<file path="src/host_attach_consts.svh">
// Constants for the host attachment block.
`ifndef HOST_ATTACH_CONSTS_SVH
`define HOST_ATTACH_CONSTS_SVH
`define FUNC_LOAD_CTRL      3'h6
`define PAT_DISABLE         2'h0
`define PAT_CLEAR_UNIT      2'h1
`define PAT_ENABLE          2'h2
`define PAT_CLEAR_SUBSYS    2'h3
`define CTRL_LO_BIT         3
`define UNIT_COUNT          4
`define SRC_SUBSYS          2'h0
`define SRC_ADDRESS         2'h1
`define SRC_ATTACH          2'h2
`define SRC_HARDWARE        2'h3
`define ZERO_BYTE           8'h00
`endif

</file>
<file path="src/host_attach_pkg.sv">
// Types for the host attachment block.
package host_attach_pkg;
	typedef enum logic [2:0] {
		CMD_LOAD  = 3'b000,
		CMD_START = 3'b001,
		CMD_SENSE = 3'b010,
		CMD_OPEND = 3'b011,
		CMD_BAD   = 3'b111
	} cmd_type;

	typedef struct packed {
		cmd_type     command;
		logic [2:0]  func;
		logic [7:0]  select;
		logic        readNotWrite;
	} cmd_word_type;

	typedef struct packed {
		logic [7:0] data;
		logic       parity;
	} pbyte_type;

	typedef enum logic [2:0] {
		ST_IDLE   = 3'b000,
		ST_LOADB1 = 3'b001,
		ST_LOADB2 = 3'b010,
		ST_SENSE1 = 3'b011,
		ST_SENSE2 = 3'b100,
		ST_XFER   = 3'b101
	} state_type;
endpackage

</file>
<file path="src/host_attachment_io_control.sv">
// Host attachment between a processor I/O channel and a tape subsystem.
// What this block does
// - Function 110 load takes two bytes, uses first.
// - Completion latch set at phase five of select.
// - Bits 3,4 pattern 00 disables, 10 enables.
// - Pattern 01 clears the selected unit's request.
// - Pattern 11 clears the subsystem request.
// - Parity of the control byte is checked.
// - Bad parity ends operation, sets processor check.
// - Command 111, or a load with function other than 110, sets processor check and flag.
// - Read or write requests a steal per byte.
// - The modifier byte is ignored for transfers.
// - Select byte picks the sense byte source.
// - Both sense bytes go to the processor.
// - Completion sense sends zero byte, then status.
// - Two inbound tags or wrong tag raise check.
`timescale 1ns/1ps
`default_nettype none
`include "host_attach_consts.svh"
module host_attachment_io_control (
	input  wire logic                         clock,
	input  wire logic                         nrst,
	input  wire logic                         commandValid,
	input  wire host_attach_pkg::cmd_word_type commandWord,
	input  wire logic                         clockPhaseFive,
	input  wire logic                         outByteValid,
	input  wire host_attach_pkg::pbyte_type   outByte,
	input  wire logic [3:0]                   unitIrqSet,
	input  wire logic                         subsysIrqSet,
	input  wire logic [7:0]                   subsysSenseByte,
	input  wire logic [7:0]                   addressRegByte,
	input  wire logic [7:0]                   hardwareSenseByte,
	input  wire logic [7:0]                   opEndStatus,
	input  wire logic [3:0]                   inboundTags,
	input  wire logic [3:0]                   expectedTag,
	input  wire logic                         tapeDataValid,
	input  wire logic [7:0]                   tapeData,
	output logic                              tapeDataReady,
	input  wire logic                         stealGrant,
	input  wire logic                         hostReady,
	output logic                              stealRequest,
	output logic                              inByteValid,
	output logic [7:0]                        inByte,
	output logic                              completionLatch,
	output logic                              irqEnable,
	output logic [3:0]                        unitIrqPending,
	output logic                              subsysIrqPending,
	output logic                              processorCheck,
	output logic                              channelOutputParityFlag,
	output logic                              invalidCommandFlag,
	output logic                              ioCheck,
	output logic                              hostIrq
);
	host_attach_pkg::state_type state_reg;
	host_attach_pkg::cmd_word_type cmd_reg;
	logic [7:0] bufData_reg [2];
	logic       bufValid_reg [2];
	logic       bufHead_reg;
	logic       bufTail_reg;
	logic       bufFull;
	logic       bufEmpty;
	logic       bufPush;
	logic       bufPop;
	logic [2:0] phaseSync_reg;
	logic       phaseLevel_reg;
	logic       phaseEdge;
	logic [7:0] senseFirst;
	logic [1:0] ctrlPat;
	logic       parityOk;
	logic       badTags;

	function automatic logic [7:0] pick_sense(input logic [1:0] src, input logic [7:0] s0, input logic [7:0] s1,
		input logic [7:0] s2, input logic [7:0] s3);
		case (src)
			`SRC_SUBSYS:  pick_sense = s0;
			`SRC_ADDRESS: pick_sense = s1;
			`SRC_ATTACH:  pick_sense = s2;
			default:      pick_sense = s3;
		endcase
	endfunction

	// Phase five arrives from the processor clock, so it is synchronised.
	always_ff @(posedge clock or negedge nrst) begin
		if (!nrst) begin
			phaseSync_reg  <= 3'h0;
			phaseLevel_reg <= 1'b0;
		end else begin
			phaseSync_reg  <= {phaseSync_reg[1:0], clockPhaseFive};
			phaseLevel_reg <= (phaseSync_reg[1] == phaseSync_reg[2]) ? phaseSync_reg[2] : phaseLevel_reg;
		end
	end
	assign phaseEdge = phaseSync_reg[1] & phaseSync_reg[2] & ~phaseLevel_reg;

	assign ctrlPat  = outByte.data[`CTRL_LO_BIT +: 2];
	assign parityOk = ^{outByte.data, outByte.parity};
	assign badTags  = ($countones(inboundTags) > 1) ||
		(inboundTags != 4'h0 && expectedTag != 4'h0 && inboundTags != expectedTag);

	assign bufFull  = bufValid_reg[0] & bufValid_reg[1];
	assign bufEmpty = ~bufValid_reg[bufHead_reg];
	assign bufPush  = tapeDataValid & tapeDataReady;
	assign bufPop   = (state_reg == host_attach_pkg::ST_XFER) & stealGrant & ~bufEmpty & hostReady;

	// Two-entry buffer on the read data path.
	always_ff @(posedge clock or negedge nrst) begin
		if (!nrst) begin
			bufValid_reg[0] <= 1'b0;
			bufValid_reg[1] <= 1'b0;
			bufData_reg[0]  <= 8'h00;
			bufData_reg[1]  <= 8'h00;
			bufHead_reg     <= 1'b0;
			bufTail_reg     <= 1'b0;
			tapeDataReady   <= 1'b0;
		end else begin
			if (bufPush) begin
				bufData_reg[bufTail_reg]  <= tapeData;
				bufValid_reg[bufTail_reg] <= 1'b1;
				bufTail_reg               <= ~bufTail_reg;
			end
			if (bufPop) begin
				bufValid_reg[bufHead_reg] <= 1'b0;
				bufHead_reg               <= ~bufHead_reg;
			end
			tapeDataReady <= ~bufFull & ~(bufPush & (bufValid_reg[0] | bufValid_reg[1]) & ~bufPop);
		end
	end

	// Command sequencing and byte exchange with the processor.
	always_ff @(posedge clock or negedge nrst) begin
		if (!nrst) begin
			state_reg       <= host_attach_pkg::ST_IDLE;
			cmd_reg         <= '0;
			stealRequest    <= 1'b0;
			inByteValid     <= 1'b0;
			inByte          <= 8'h00;
			completionLatch <= 1'b0;
		end else begin
			inByteValid <= 1'b0;
			case (state_reg)
				host_attach_pkg::ST_IDLE: begin
					stealRequest <= 1'b0;
					if (commandValid) begin
						cmd_reg         <= commandWord;
						completionLatch <= 1'b0;
						case (commandWord.command)
							host_attach_pkg::CMD_LOAD: begin
								if (commandWord.func == `FUNC_LOAD_CTRL) begin
									state_reg <= host_attach_pkg::ST_LOADB1;
								end
							end
							host_attach_pkg::CMD_START: begin
								state_reg    <= host_attach_pkg::ST_XFER;
								stealRequest <= 1'b1;
							end
							host_attach_pkg::CMD_SENSE: begin
								state_reg <= host_attach_pkg::ST_SENSE1;
							end
							host_attach_pkg::CMD_OPEND: begin
								state_reg <= host_attach_pkg::ST_SENSE1;
							end
							default: begin
								state_reg <= host_attach_pkg::ST_IDLE;
							end
						endcase
					end
				end
				host_attach_pkg::ST_LOADB1: begin
					if (phaseEdge) begin
						completionLatch <= 1'b1;
					end
					if (outByteValid) begin
						state_reg <= parityOk ? host_attach_pkg::ST_LOADB2 : host_attach_pkg::ST_IDLE;
					end
				end
				host_attach_pkg::ST_LOADB2: begin
					if (outByteValid) begin
						state_reg <= host_attach_pkg::ST_IDLE;
					end
				end
				host_attach_pkg::ST_SENSE1: begin
					if (hostReady) begin
						inByteValid <= 1'b1;
						inByte      <= senseFirst;
						state_reg   <= host_attach_pkg::ST_SENSE2;
					end
				end
				host_attach_pkg::ST_SENSE2: begin
					if (hostReady) begin
						inByteValid <= 1'b1;
						inByte      <= (cmd_reg.command == host_attach_pkg::CMD_OPEND) ? opEndStatus :
							pick_sense(cmd_reg.select[1:0], subsysSenseByte, addressRegByte,
								{irqEnable, subsysIrqPending, unitIrqPending, ioCheck, processorCheck},
								hardwareSenseByte);
						state_reg   <= host_attach_pkg::ST_IDLE;
					end
				end
				host_attach_pkg::ST_XFER: begin
					if (bufPop) begin
						inByteValid <= cmd_reg.readNotWrite;
						inByte      <= bufData_reg[bufHead_reg];
					end
					if (commandValid || processorCheck || ioCheck) begin
						stealRequest <= 1'b0;
						state_reg    <= host_attach_pkg::ST_IDLE;
					end else begin
						stealRequest <= ~cmd_reg.readNotWrite | ~bufEmpty;
					end
				end
				default: begin
					state_reg <= host_attach_pkg::ST_IDLE;
				end
			endcase
		end
	end

	assign senseFirst = (cmd_reg.command == host_attach_pkg::CMD_OPEND) ? `ZERO_BYTE :
		pick_sense(cmd_reg.select[1:0], subsysSenseByte, addressRegByte,
			{irqEnable, subsysIrqPending, unitIrqPending, ioCheck, processorCheck}, hardwareSenseByte);

	// Interrupt control from the first load byte.
	always_ff @(posedge clock or negedge nrst) begin
		if (!nrst) begin
			irqEnable        <= 1'b0;
			unitIrqPending   <= 4'h0;
			subsysIrqPending <= 1'b0;
			hostIrq          <= 1'b0;
		end else begin
			hostIrq <= irqEnable & (subsysIrqPending | (|unitIrqPending));
			if (state_reg == host_attach_pkg::ST_LOADB1 && outByteValid && parityOk && ctrlPat == `PAT_DISABLE) begin
				irqEnable <= 1'b0;
			end else if (state_reg == host_attach_pkg::ST_LOADB1 && outByteValid && parityOk &&
				ctrlPat == `PAT_ENABLE) begin
				irqEnable <= 1'b1;
			end
			for (int i = 0; i < `UNIT_COUNT; i++) begin
				if (unitIrqSet[i]) begin
					unitIrqPending[i] <= 1'b1;
				end else if (state_reg == host_attach_pkg::ST_LOADB1 && outByteValid && parityOk &&
					ctrlPat == `PAT_CLEAR_UNIT && cmd_reg.select[`CTRL_LO_BIT +: 2] == 2'(i)) begin
					unitIrqPending[i] <= 1'b0;
				end
			end
			if (subsysIrqSet) begin
				subsysIrqPending <= 1'b1;
			end else if (state_reg == host_attach_pkg::ST_LOADB1 && outByteValid && parityOk &&
				ctrlPat == `PAT_CLEAR_SUBSYS) begin
				subsysIrqPending <= 1'b0;
			end
		end
	end

	// Error flags; a new command other than an invalid one clears them, and any new command clears ioCheck unless a tag error comes in the same cycle.
	always_ff @(posedge clock or negedge nrst) begin
		if (!nrst) begin
			processorCheck          <= 1'b0;
			channelOutputParityFlag <= 1'b0;
			invalidCommandFlag      <= 1'b0;
			ioCheck                 <= 1'b0;
		end else begin
			if (outByteValid && !parityOk &&
				(state_reg == host_attach_pkg::ST_LOADB1 || state_reg == host_attach_pkg::ST_LOADB2)) begin
				processorCheck          <= 1'b1;
				channelOutputParityFlag <= 1'b1;
			end else if (state_reg == host_attach_pkg::ST_IDLE && commandValid &&
				(commandWord.command == host_attach_pkg::CMD_BAD ||
				(commandWord.command == host_attach_pkg::CMD_LOAD && commandWord.func != `FUNC_LOAD_CTRL))) begin
				processorCheck     <= 1'b1;
				invalidCommandFlag <= 1'b1;
			end else if (state_reg == host_attach_pkg::ST_IDLE && commandValid) begin
				processorCheck          <= 1'b0;
				channelOutputParityFlag <= 1'b0;
				invalidCommandFlag      <= 1'b0;
			end
			if (badTags) begin
				ioCheck <= 1'b1;
			end else if (state_reg == host_attach_pkg::ST_IDLE && commandValid) begin
				ioCheck <= 1'b0;
			end
		end
	end

	load_done_a: assert property (@(posedge clock) disable iff (!nrst)
		(state_reg == host_attach_pkg::ST_LOADB1 && phaseEdge) |=> completionLatch)
		else $error("Completion latch not set at phase five.");
	irq_enable_a: assert property (@(posedge clock) disable iff (!nrst)
		(state_reg == host_attach_pkg::ST_LOADB1 && outByteValid && parityOk && ctrlPat == `PAT_ENABLE)
		|=> irqEnable)
		else $error("Enable pattern did not set enable.");
	irq_disable_a: assert property (@(posedge clock) disable iff (!nrst)
		(state_reg == host_attach_pkg::ST_LOADB1 && outByteValid && parityOk && ctrlPat == `PAT_DISABLE)
		|=> !irqEnable)
		else $error("Disable pattern did not clear enable.");
	subsys_clear_a: assert property (@(posedge clock) disable iff (!nrst)
		(state_reg == host_attach_pkg::ST_LOADB1 && outByteValid && parityOk &&
		ctrlPat == `PAT_CLEAR_SUBSYS && !subsysIrqSet) |=> !subsysIrqPending)
		else $error("Subsystem request not cleared.");
	parity_end_a: assert property (@(posedge clock) disable iff (!nrst)
		(state_reg == host_attach_pkg::ST_LOADB1 && outByteValid && !parityOk)
		|=> processorCheck && channelOutputParityFlag && state_reg == host_attach_pkg::ST_IDLE)
		else $error("Parity error not reported.");
	bad_command_a: assert property (@(posedge clock) disable iff (!nrst)
		(state_reg == host_attach_pkg::ST_IDLE && commandValid &&
		commandWord.command == host_attach_pkg::CMD_BAD) |=> processorCheck && invalidCommandFlag)
		else $error("Invalid command not reported.");
	opend_zero_a: assert property (@(posedge clock) disable iff (!nrst)
		(state_reg == host_attach_pkg::ST_SENSE1 && hostReady && cmd_reg.command == host_attach_pkg::CMD_OPEND)
		|=> inByteValid && inByte == 8'h00)
		else $error("Completion sense first byte not zero.");
	tag_check_a: assert property (@(posedge clock) disable iff (!nrst)
		($countones(inboundTags) > 1) |=> ioCheck)
		else $error("Tag conflict not flagged.");
	steal_ask_a: assert property (@(posedge clock) disable iff (!nrst)
		(state_reg == host_attach_pkg::ST_IDLE && commandValid &&
		commandWord.command == host_attach_pkg::CMD_START) |=> stealRequest)
		else $error("No steal request after start.");
endmodule
`default_nettype wire

</file>
<file path="config.mk">
export PLATFORM = sky130hd
export DESIGN_NAME = host_attachment_io_control
export DESIGN_NICKNAME = d
export VERILOG_FILES = /design/src/host_attach_pkg.sv /design/src/host_attachment_io_control.sv
export VERILOG_INCLUDE_DIRS = /design/src
export SDC_FILE = /design/constraint.sdc
export NUM_CORES = 1
export LEC_CHECK = 0
export BUFFER_PORTS_ARGS = -buffer_cell sky130_fd_sc_hd__buf_2
export CORE_ASPECT_RATIO = 0.75
export CORE_MARGIN = 5
export CORE_UTILIZATION = 50
export CTS_BUF_LIST = sky130_fd_sc_hd__clkbuf_4 sky130_fd_sc_hd__clkbuf_8 sky130_fd_sc_hd__clkbuf_16
export DETAILED_ROUTE_END_ITERATION = 12
export GPL_TIMING_DRIVEN = 0
export PLACE_DENSITY_LB_ADDON = 0.1
export SETUP_SLACK_MARGIN = 0.3
export SLEW_MARGIN = 20
export SYNTH_ARGS = -nofsm -noshare
export SYNTH_HDL_FRONTEND = slang
export SYNTH_SLANG_ARGS = --single-unit
export TNS_END_PERCENT = 5
</file>
<file path="constraint.sdc">
create_clock -name clock -period 1.8 [get_ports clock]
set_input_delay 0.54 -clock clock [delete_from_list [all_inputs] [get_ports clock]]
set_output_delay 0.54 -clock clock [all_outputs]
set_load 0.005 [all_outputs]
</file>
## Word-level counts from Yosys, hierarchy flattened

Index checks and enable logic that the tools add are counted.

- Bits in registers: 59
- Bits of input ports: 85
- Output and inout bits: 23
- Logic and storage cells: 210

- $add $sub $neg: 3
- $lt $le $gt $ge: 5
- Eq/ne operators: 32
- Mux-type cells: 60
- Bitwise operators: 27
- Reductions and logical operators: 55

Operator list:

| cell | number |
|---|---|
| $mux 8 | 9 |
| $pmux 8 s3 | 2 |
| $mux 1 | 30 |
| $reduce_bool 2->1 | 11 |
| $mux 3 | 7 |
| $logic_and 1x1->1 | 19 |
| $pmux 3 s6 | 1 |
| $bwmux 16 | 1 |
| $ne 2x2->1 const B | 8 |
| $eq 3x2->1 const B | 5 |
| $eq 3x3->1 const B | 4 |
| $and 1x1->1 | 11 |
| $eq 2x2->1 const B | 5 |
| $pmux 3 s3 | 1 |
| $reduce_xor 9->1 | 1 |
| $demux 8 s1 | 1 |
| $not 1->1 | 8 |
| $reduce_bool 4->1 | 2 |
| $reduce_and 7->1 | 1 |
| $eq 2x1->1 const B | 3 |
| $eq 3x1->1 const B | 2 |
| $logic_not 2->1 | 3 |
| $logic_not 3->1 | 2 |
| $mux 2 | 3 |
| 24 further kinds | 42 |

## Depth between registers and ports, before layout

Gate-level depths: netlist of run 1.

- Depth after elaboration: 10
- Depth in mapped cells: 7
- Mapped depth without buffers: 7

## Least setup slack after synthesis of run 1

OpenSTA, ideal clock, no wires.

- Path kind: input to register
- From: input outByte[4] (netlist name)
- To: register channelOutputParityFlag
- Setup time: 0.073 ns
- Arrival time: 2.003 ns
- Required time: 1.727 ns
- Setup slack: -0.276 ns
- Stages on the path: 7
- Path buffers: 0
- Cell sequence: inv_1 -> ha_1 -> xor2_1 -> xnor2_1 -> xnor2_1 -> or4b_4 -> a21oi_2

- Cells in the longest elaborated chain, start to end: 6
- Elaborated cells on any way between the ends: 8
- Those cells by class: 1 x eq/ne; 1 x mux; 6 x reduce/logical

Ends and longest elaborated chain:

| item | line | source |
|---|---|---|
| start: declaration | host_attachment_io_control.sv:27 | `input wire host_attach_pkg::pbyte_type outByte,` |
| $reduce_xor 9->1 * | host_attachment_io_control.sv:95 | `assign parityOk = ^{outByte.data, outByte.parity};` |
| $logic_not 1->1 * | host_attachment_io_control.sv:260 | `if (outByteValid && !parityOk &&` |
| $logic_and 1x1->1 * (2 in a row) | host_attachment_io_control.sv:260 |  |
| $ne 2x2->1 (no line) / $reduce_bool 2->1 (equally long branches) | - |  |
| $reduce_and 2->1 (no line) | - |  |
| end signal: assignment | host_attachment_io_control.sv:256 | `channelOutputParityFlag <= 1'b0;` |
| end signal: assignment | host_attachment_io_control.sv:263 | `channelOutputParityFlag <= 1'b1;` |
| end signal: assignment | host_attachment_io_control.sv:271 | `channelOutputParityFlag <= 1'b0;` |
| end: declaration | host_attachment_io_control.sv:49 | `output logic channelOutputParityFlag,` |

Every way passes the cells marked *; elsewhere a longest branch is shown, timed or not.
A chain may end at the register's enable or synchronous reset.

## Worst setup path in the final report of run 1

- From: input outByte[5] (netlist name)
- To: register processorCheck

- Cells in the longest elaborated chain, start to end: 5
- Elaborated cells on any way between the ends: 6
- Those cells by class: 1 x mux; 5 x reduce/logical

Ends and longest elaborated chain:

| item | line | source |
|---|---|---|
| $reduce_xor 9->1 * | host_attachment_io_control.sv:95 |  |
| $logic_not 1->1 * | host_attachment_io_control.sv:260 |  |
| $logic_and 1x1->1 * (2 in a row) | host_attachment_io_control.sv:260 |  |
| $reduce_bool 3->1 (no line) / $mux 1 (equally long branches) | - |  |
| end signal: assignment | host_attachment_io_control.sv:262 | `processorCheck <= 1'b1;` |
| end signal: assignment | host_attachment_io_control.sv:267 | `processorCheck <= 1'b1;` |
| end signal: assignment | host_attachment_io_control.sv:270 | `processorCheck <= 1'b0;` |
| end: declaration | host_attachment_io_control.sv:48 | `output logic processorCheck,` |

Marks and branches as above.

==> flow_summary.ini, run 1 <==
[run_status]
status = finished, violations left
violations = negative setup slack

[pwr]
pwr-share-comb_pct = 42.3
ir_drop_v = 0.000693
powerDensity_nw_per_um2 = 1470
swShare_pct = 33.7
p_leak_nw = 1.92
intPower_mw = 4.13
pwr-share-seq_pct = 35.0
p_sw_mw = 2.10
pwr-share-clk_pct = 22.7

[detailed_routing]
wl_per_cell_um = 17.7
drt_wl_total_um = 8440
drtPass1Iterations = 5
detail_route.vias_per_cell = 5.48
drtIter0Drc = 133
antenna_left = 0
drc = 0
vias = 2614

[floorplanning]
coreArea_um2 = 5830
die_w_um = 99.4
boundaryPins = 108
initial_utilization_pct = 51.5
die_h_um = 77.1
dieArea_um2 = 7660
num_rows = 24

[sta]
hold_viol_final = 0
setup_ws_ns = -0.0363
post-route-period-util_pct = 102
timing.hold.ws_ns = 0.262
max_slew_margin_pct = 51.3
fmax_ghz = 0.545
min_period_ns = 1.84
skew_ns = 0.00444
worstMarginPinSlew_ns = 0.731
slew_viol_final = 0
setup-violations-final = 1
rsz0062_at_grt = true

[setup_path]
r2r-end = state_reg[0]
timing.rr.start = state_reg[0]
start_kind = input port
reg2reg_slack_ns = 0.08
cp_max_fo = 3
worst-setup-path-type = input port to flip-flop
arrival_ns = 2.10
worstPathRequired_ns = 2.07
endpoint_kind = flip-flop
reg2reg_depth = 6

[yosys]
synth_top_area_share_pct = 48.4
synthSimpleGateAreaFrac_pct = 13.6
synthXorXnorAreaFrac_pct = 3.50
synth_fa_ha_area_share_pct = 3.17
synth_edf_count = 0
synth_top_family_by_area = multiplexers
yosys_warnings = 0
synth_flop_cell = dfrtp_1
ys_async_sr_fraction_pct = 100
postSynthCellCount = 273
syn_nets = 365
syn_area_um2 = 3000
synth_compound_area_share_pct = 11.9
synthMuxAreaShare_pct = 16.4
synth_area_leaders = dfrtp_1, mux2_2, mux4_2
synth_cell_type_count = 48
yosysSeqAreaShare_pct = 48.4
synth_top_cell_by_area = dfrtp_1
ys_ff_latch = 58
synth.avg_cell_area_um2 = 11.0

[grt]
grt_pass1_vias = 2834
grt_max_degree = 59
grt_pass1_wl_um = 13500
antenna_found_initial = 0
gr-total-overflow = 0
globalRouteTotalUtil_pct = 22.5

[clock_tree]
cts-root-buf = clkbuf_8
cts_max_level = 3
clk_latency_ns = 0.34
cts.sinks = 58
cts_tree = built
clk_pin_slew_ns = 0.07
cts_buffer_depth = 2
cts_buffers = 9
cts_hold_buffers = 0

[placed_design]
hpwl_um = 6080
place_area_um2 = 3650
dp.cells = 454
port_buffers = 103
gp_congestion = 0.838

[layout]
diodes = 0
area_growth_pct = 41.2
final_nets = 486
drive_above_1_share_pct = 52.1
instances_no_fill = 477
design_area_um2 = 4240
largest_reg_flops = 16

[min_path]
min_path_type = input port to async pin

[job]
max_cap_violations = 0
[what timing repair did]
item / CTS / global route
cloned: 1 / 0
setup buffers: 3 / 3
pin swaps: 20 / 35
setup endpoints to repair: 41 / 40
resized for setup: 44 / 34
[worst max-delay path, cell delays in order]
cell and delay (ns):
buf_6 0.09, inv_6 0.03, ha_4 0.28, xor2_4 0.17, xnor2_2 0.10, xnor2_2 0.17
or4b_4 0.55, a21oi_2 0.16
[per-stage QoR]
step | util [%] | worst slack [ns] | power (mW) | setup TNS, ns
2_1_floorplan | - | -0.124 | 3.61 | -0.248
3_3_place_gp | 62.6 | -0.469 | 4.28 | -5.51
3_5_place_dp | 62.6 | -0.481 | 4.35 | -6.24
4_1_cts | 70.3 | -0.00730 | 6.06 | -0.00730
5_1_grt | 72.7 | -0.0852 | 6.62 | -0.170
6_report | 72.7 | -0.0363 | 6.23 | -0.0363
[placed cells by master (no fill, tap or decap), types with 6 or more instances in the layout]
cell type / count
a21oi_1: 12
mux2_2: 25
nor2_1: 20
clkbuf_8: 13
dfrtp_1: 56
buf_6: 6
xnor2_1: 9
a21oi_2: 9
mux4_2: 8
a222oi_1: 8
buf_2: 103
inv_1: 9
nand2_1: 30
[final cells by class]
cell class                 count  area [um^2]
multi-input combinational    193         1650
fill                         430         1590
sequential                    58         1450
timing repair buffer         110          629
clock buffer                  12          165
buffer                        11          105
tap                           78         97.6
clock inverter                 4         72.6
inverter                      11         58.8
[layer usage]
| metal | wire (um) | global-route usage (%) |
|---|---|---|
| met4 | 39 | 5.59 |
| met5 | 0 | 0 |
| met3 | 737 | 7.62 |
| met1 | 3500 | 29.2 |
| met2 | 4170 | 36.3 |
[power groups by stage]
stage	Combinational (mW)	Sequential, mW	Clock [mW]
2_1_floorplan	1.51	2.10	0
3_3_place_gp	2.14	2.14	0
3_5_place_dp	2.17	2.17	0
4_1_cts	2.45	2.18	1.43
5_1_grt	2.88	2.24	1.50
6_report	2.63	2.18	1.41
[Yosys cell counts (3+ instances only)]
library cell / number
a21oi_1: 20
a222oi_1: 8
a31oi_1: 6
buf_2: 3
clkbuf_1: 6
dfrtp_1: 58
ha_1: 6
inv_1: 11
mux2_2: 25
mux4_2: 8
nand2_1: 34
nor2_1: 23
nor3_1: 4
nor3b_1: 5
o21ai_0: 8
xnor2_1: 11
[how the worst max path moves through the flow]
stage | from | endpoint | depth (start not counted)
2_1_floorplan | outByte[4] | channelOutputParityFlag | 7
3_3_place_gp | outByte[4] | processorCheck | 8
3_5_place_dp | outByte[4] | processorCheck | 8
4_1_cts | outByte[4] | processorCheck | 8
5_1_grt | outByte[5] | processorCheck | 8
6_report | outByte[5] | processorCheck | 8
[cell families after synthesis]
logic type	after synthesis
multiplexers	36
buffers and inverters	22
AO/OA/AOI/OAI	54
adder cells (fa/ha/maj)	7
flip-flops	58
XOR/XNOR	12
AND/OR/NAND/NOR	84
(Power assumes the default switching activity.)
==> inputs of run 2 (changes only) <==
--- a/config.mk
+++ b/config.mk
@@ -9,7 +9,7 @@
 export BUFFER_PORTS_ARGS = -buffer_cell sky130_fd_sc_hd__buf_2
 export CORE_ASPECT_RATIO = 0.75
 export CORE_MARGIN = 5
-export CORE_UTILIZATION = 50
+export CORE_UTILIZATION = 45
 export CTS_BUF_LIST = sky130_fd_sc_hd__clkbuf_4 sky130_fd_sc_hd__clkbuf_8 sky130_fd_sc_hd__clkbuf_16
 export DETAILED_ROUTE_END_ITERATION = 12
 export GPL_TIMING_DRIVEN = 0
==> constraint.sdc (replaced) <==
create_clock -name clock -period 1.64 [get_ports clock]
set_input_delay 0.492 -clock clock [delete_from_list [all_inputs] [get_ports clock]]
set_output_delay 0.492 -clock clock [all_outputs]
set_load 0.005 [all_outputs]
==> flow_summary.ini, run 2 (synthesis gave the netlist of run 1 again) <==
[clock_tree]
clk_pin_slew_ns = 0.06
cts_tree = built
cts_max_level = 3
cts.sinks = 58
cts_buffer_depth = 2
cts_buffers = 9
cts-root-buf = clkbuf_8
cts_hold_buffers = 0
clk_latency_ns = 0.33

[sta]
fmax_ghz = 0.575
hold_viol_final = 0
min_period_ns = 1.74
setup_ws_ns = -0.0997
rsz0062_at_grt = true
worstMarginPinSlew_ns = 0.727
post-route-period-util_pct = 106
skew_ns = 0.00414
setup-violations-final = 7
timing.hold.ws_ns = 0.214
max_slew_margin_pct = 51.5
slew_viol_final = 0

[setup_path]
slowest_stage = or4b_4
cp_common_cell = xnor2_2
start_kind = input port
worstSetupStartpoint = outByte[5]
crit_chain = buf_8, inv_6, ha_4, xor2_2, xnor2_2, xnor2_2, or4b_4, a21oi_2
max_stage_delay_ns = 0.53
worst-setup-path-type = input port to flip-flop
worstPathRequired_ns = 1.89
timing.rr.start = state_reg[0]
arrival_ns = 1.99
endpoint_kind = flip-flop
cp_max_fo = 3

[detailed_routing]
drtPass1Iterations = 6
drtIter0Drc = 215
detail_route.vias_per_cell = 5.46
antenna_left = 0
drt_wl_total_um = 8290
drc = 0
vias = 2620
wl_per_cell_um = 17.3

[placed_design]
hpwl_um = 6160
port_buffers = 103
dp.cells = 457
gp_congestion = 0.848

[floorplanning]
dieArea_um2 = 8410
die_w_um = 104
num_rows = 25
boundaryPins = 108
initial_utilization_pct = 47.0
coreArea_um2 = 6380
die_h_um = 80.7

[grt]
grt_max_degree = 59
grtUsageMet3_pct = 5.70
grt-busiest-layer = met2
use_met2_pct = 31.6
gr-total-overflow = 0
met1_usage_pct = 29.4
globalRouteTotalUtil_pct = 20.7
antenna_found_initial = 0
grt_pass1_wl_um = 13600
grt_pass1_vias = 2674

[pwr]
p_leak_nw = 1.91
ir_drop_v = 0.000770
p_total_mw = 6.42
powerDensity_nw_per_um2 = 1550

[layout]
fin_util_pct = 64.9
multi_input_area_um2 = 1600
drive_above_1_share_pct = 51.6
instances_no_fill = 480
nFillCells = 544
final_nets = 486
area_growth_pct = 38.1
layout_commonest_cell = buf_2
largest_reg_flops = 16
register_area_um2 = 1450
diodes = 0
final_cell_mix = buf_2, dfrtp_1, nand2_1

[job]
max_cap_violations = 0

[run_status]
status = finished, violations left
violations = negative setup slack

[min_path]
min_path_type = input port to async pin
[run 2: cell types whose count changed in the layout (fill, tap and decap cells not counted), moves of 4 or more]
cell	previous run	this run
buf_6	6	2
a21oi_2	9	4
a21oi_1	12	17
buf_4	5	9
[run 2: where the power goes]
part           total [mW]  switching, mW  internal [mW]
registers            2.39          0.380           2.01
logic                2.86           1.30           1.55
clock network        1.18          0.545          0.633
total                6.42           2.23           4.19
[run 2: final cells by class]
type                            instances  area share, %
Tap cell                               81           2.45
Clock inverter                          3          0.363
Buffer                                 11           3.32
Timing Repair Buffer                  110           14.8
Clock buffer                           13           3.87
Inverter                               11           1.42
Sequential cell                        58           35.1
Multi-Input combinational cell        193           38.7
[run 2: worst max-delay path: cells and delay by family]
| family | cells | cell delay [ns] |
|---|---|---|
| simple gates | 1 | 0.53 |
| xor+xnor | 3 | 0.48 |
| fa+ha+maj | 1 | 0.20 |
| buf+inv | 2 | 0.16 |
| compound gates | 1 | 0.14 |
[run 2: metal layers]
metal	vias up	share of wire [%]	wire [um]
li1	1235	-	-
met1	1282	47	3880
met2	97	46	3790
met3	6	7.0	580
met4	0	0.56	46
met5	-	0	0
[run 2: worst paths after layout]
check / to / slack, ns / cells past startpoint
setup / recovery: processorCheck / -0.1 / 8
hold / removal: phaseSync_reg[2] / 0.21 / 1
setup reg to reg: state_reg[0] / -0.02 / 6
hold reg to reg: phaseSync_reg[1] / 0.36 / 0
max in group asynchronous: cmd_reg[1] / 0.89 / 1
min in group clock: phaseSync_reg[0] / 0.28 / 1
[run 2: repair_timing]
| action | 4_1_cts | 5_1_grt |
|---|---|---|
| buffers inserted | 5 | 1 |
| gates cloned | 1 | 0 |
| resized for setup | 39 | 38 |
| setup endpoints to repair | 61 | 71 |
| pin swaps | 19 | 25 |
[run 2: through the flow]
step	instance area, um^2	setup WS (ns)	setup TNS, ns
after floorplan	3030	-0.236	-0.903
after global placement	3650	-0.571	-11.96
after detailed placement	3650	-0.592	-9.24
after CTS	4030	-0.120	-0.382
after global routing	4140	-0.136	-0.864
final	4140	-0.0997	-0.277
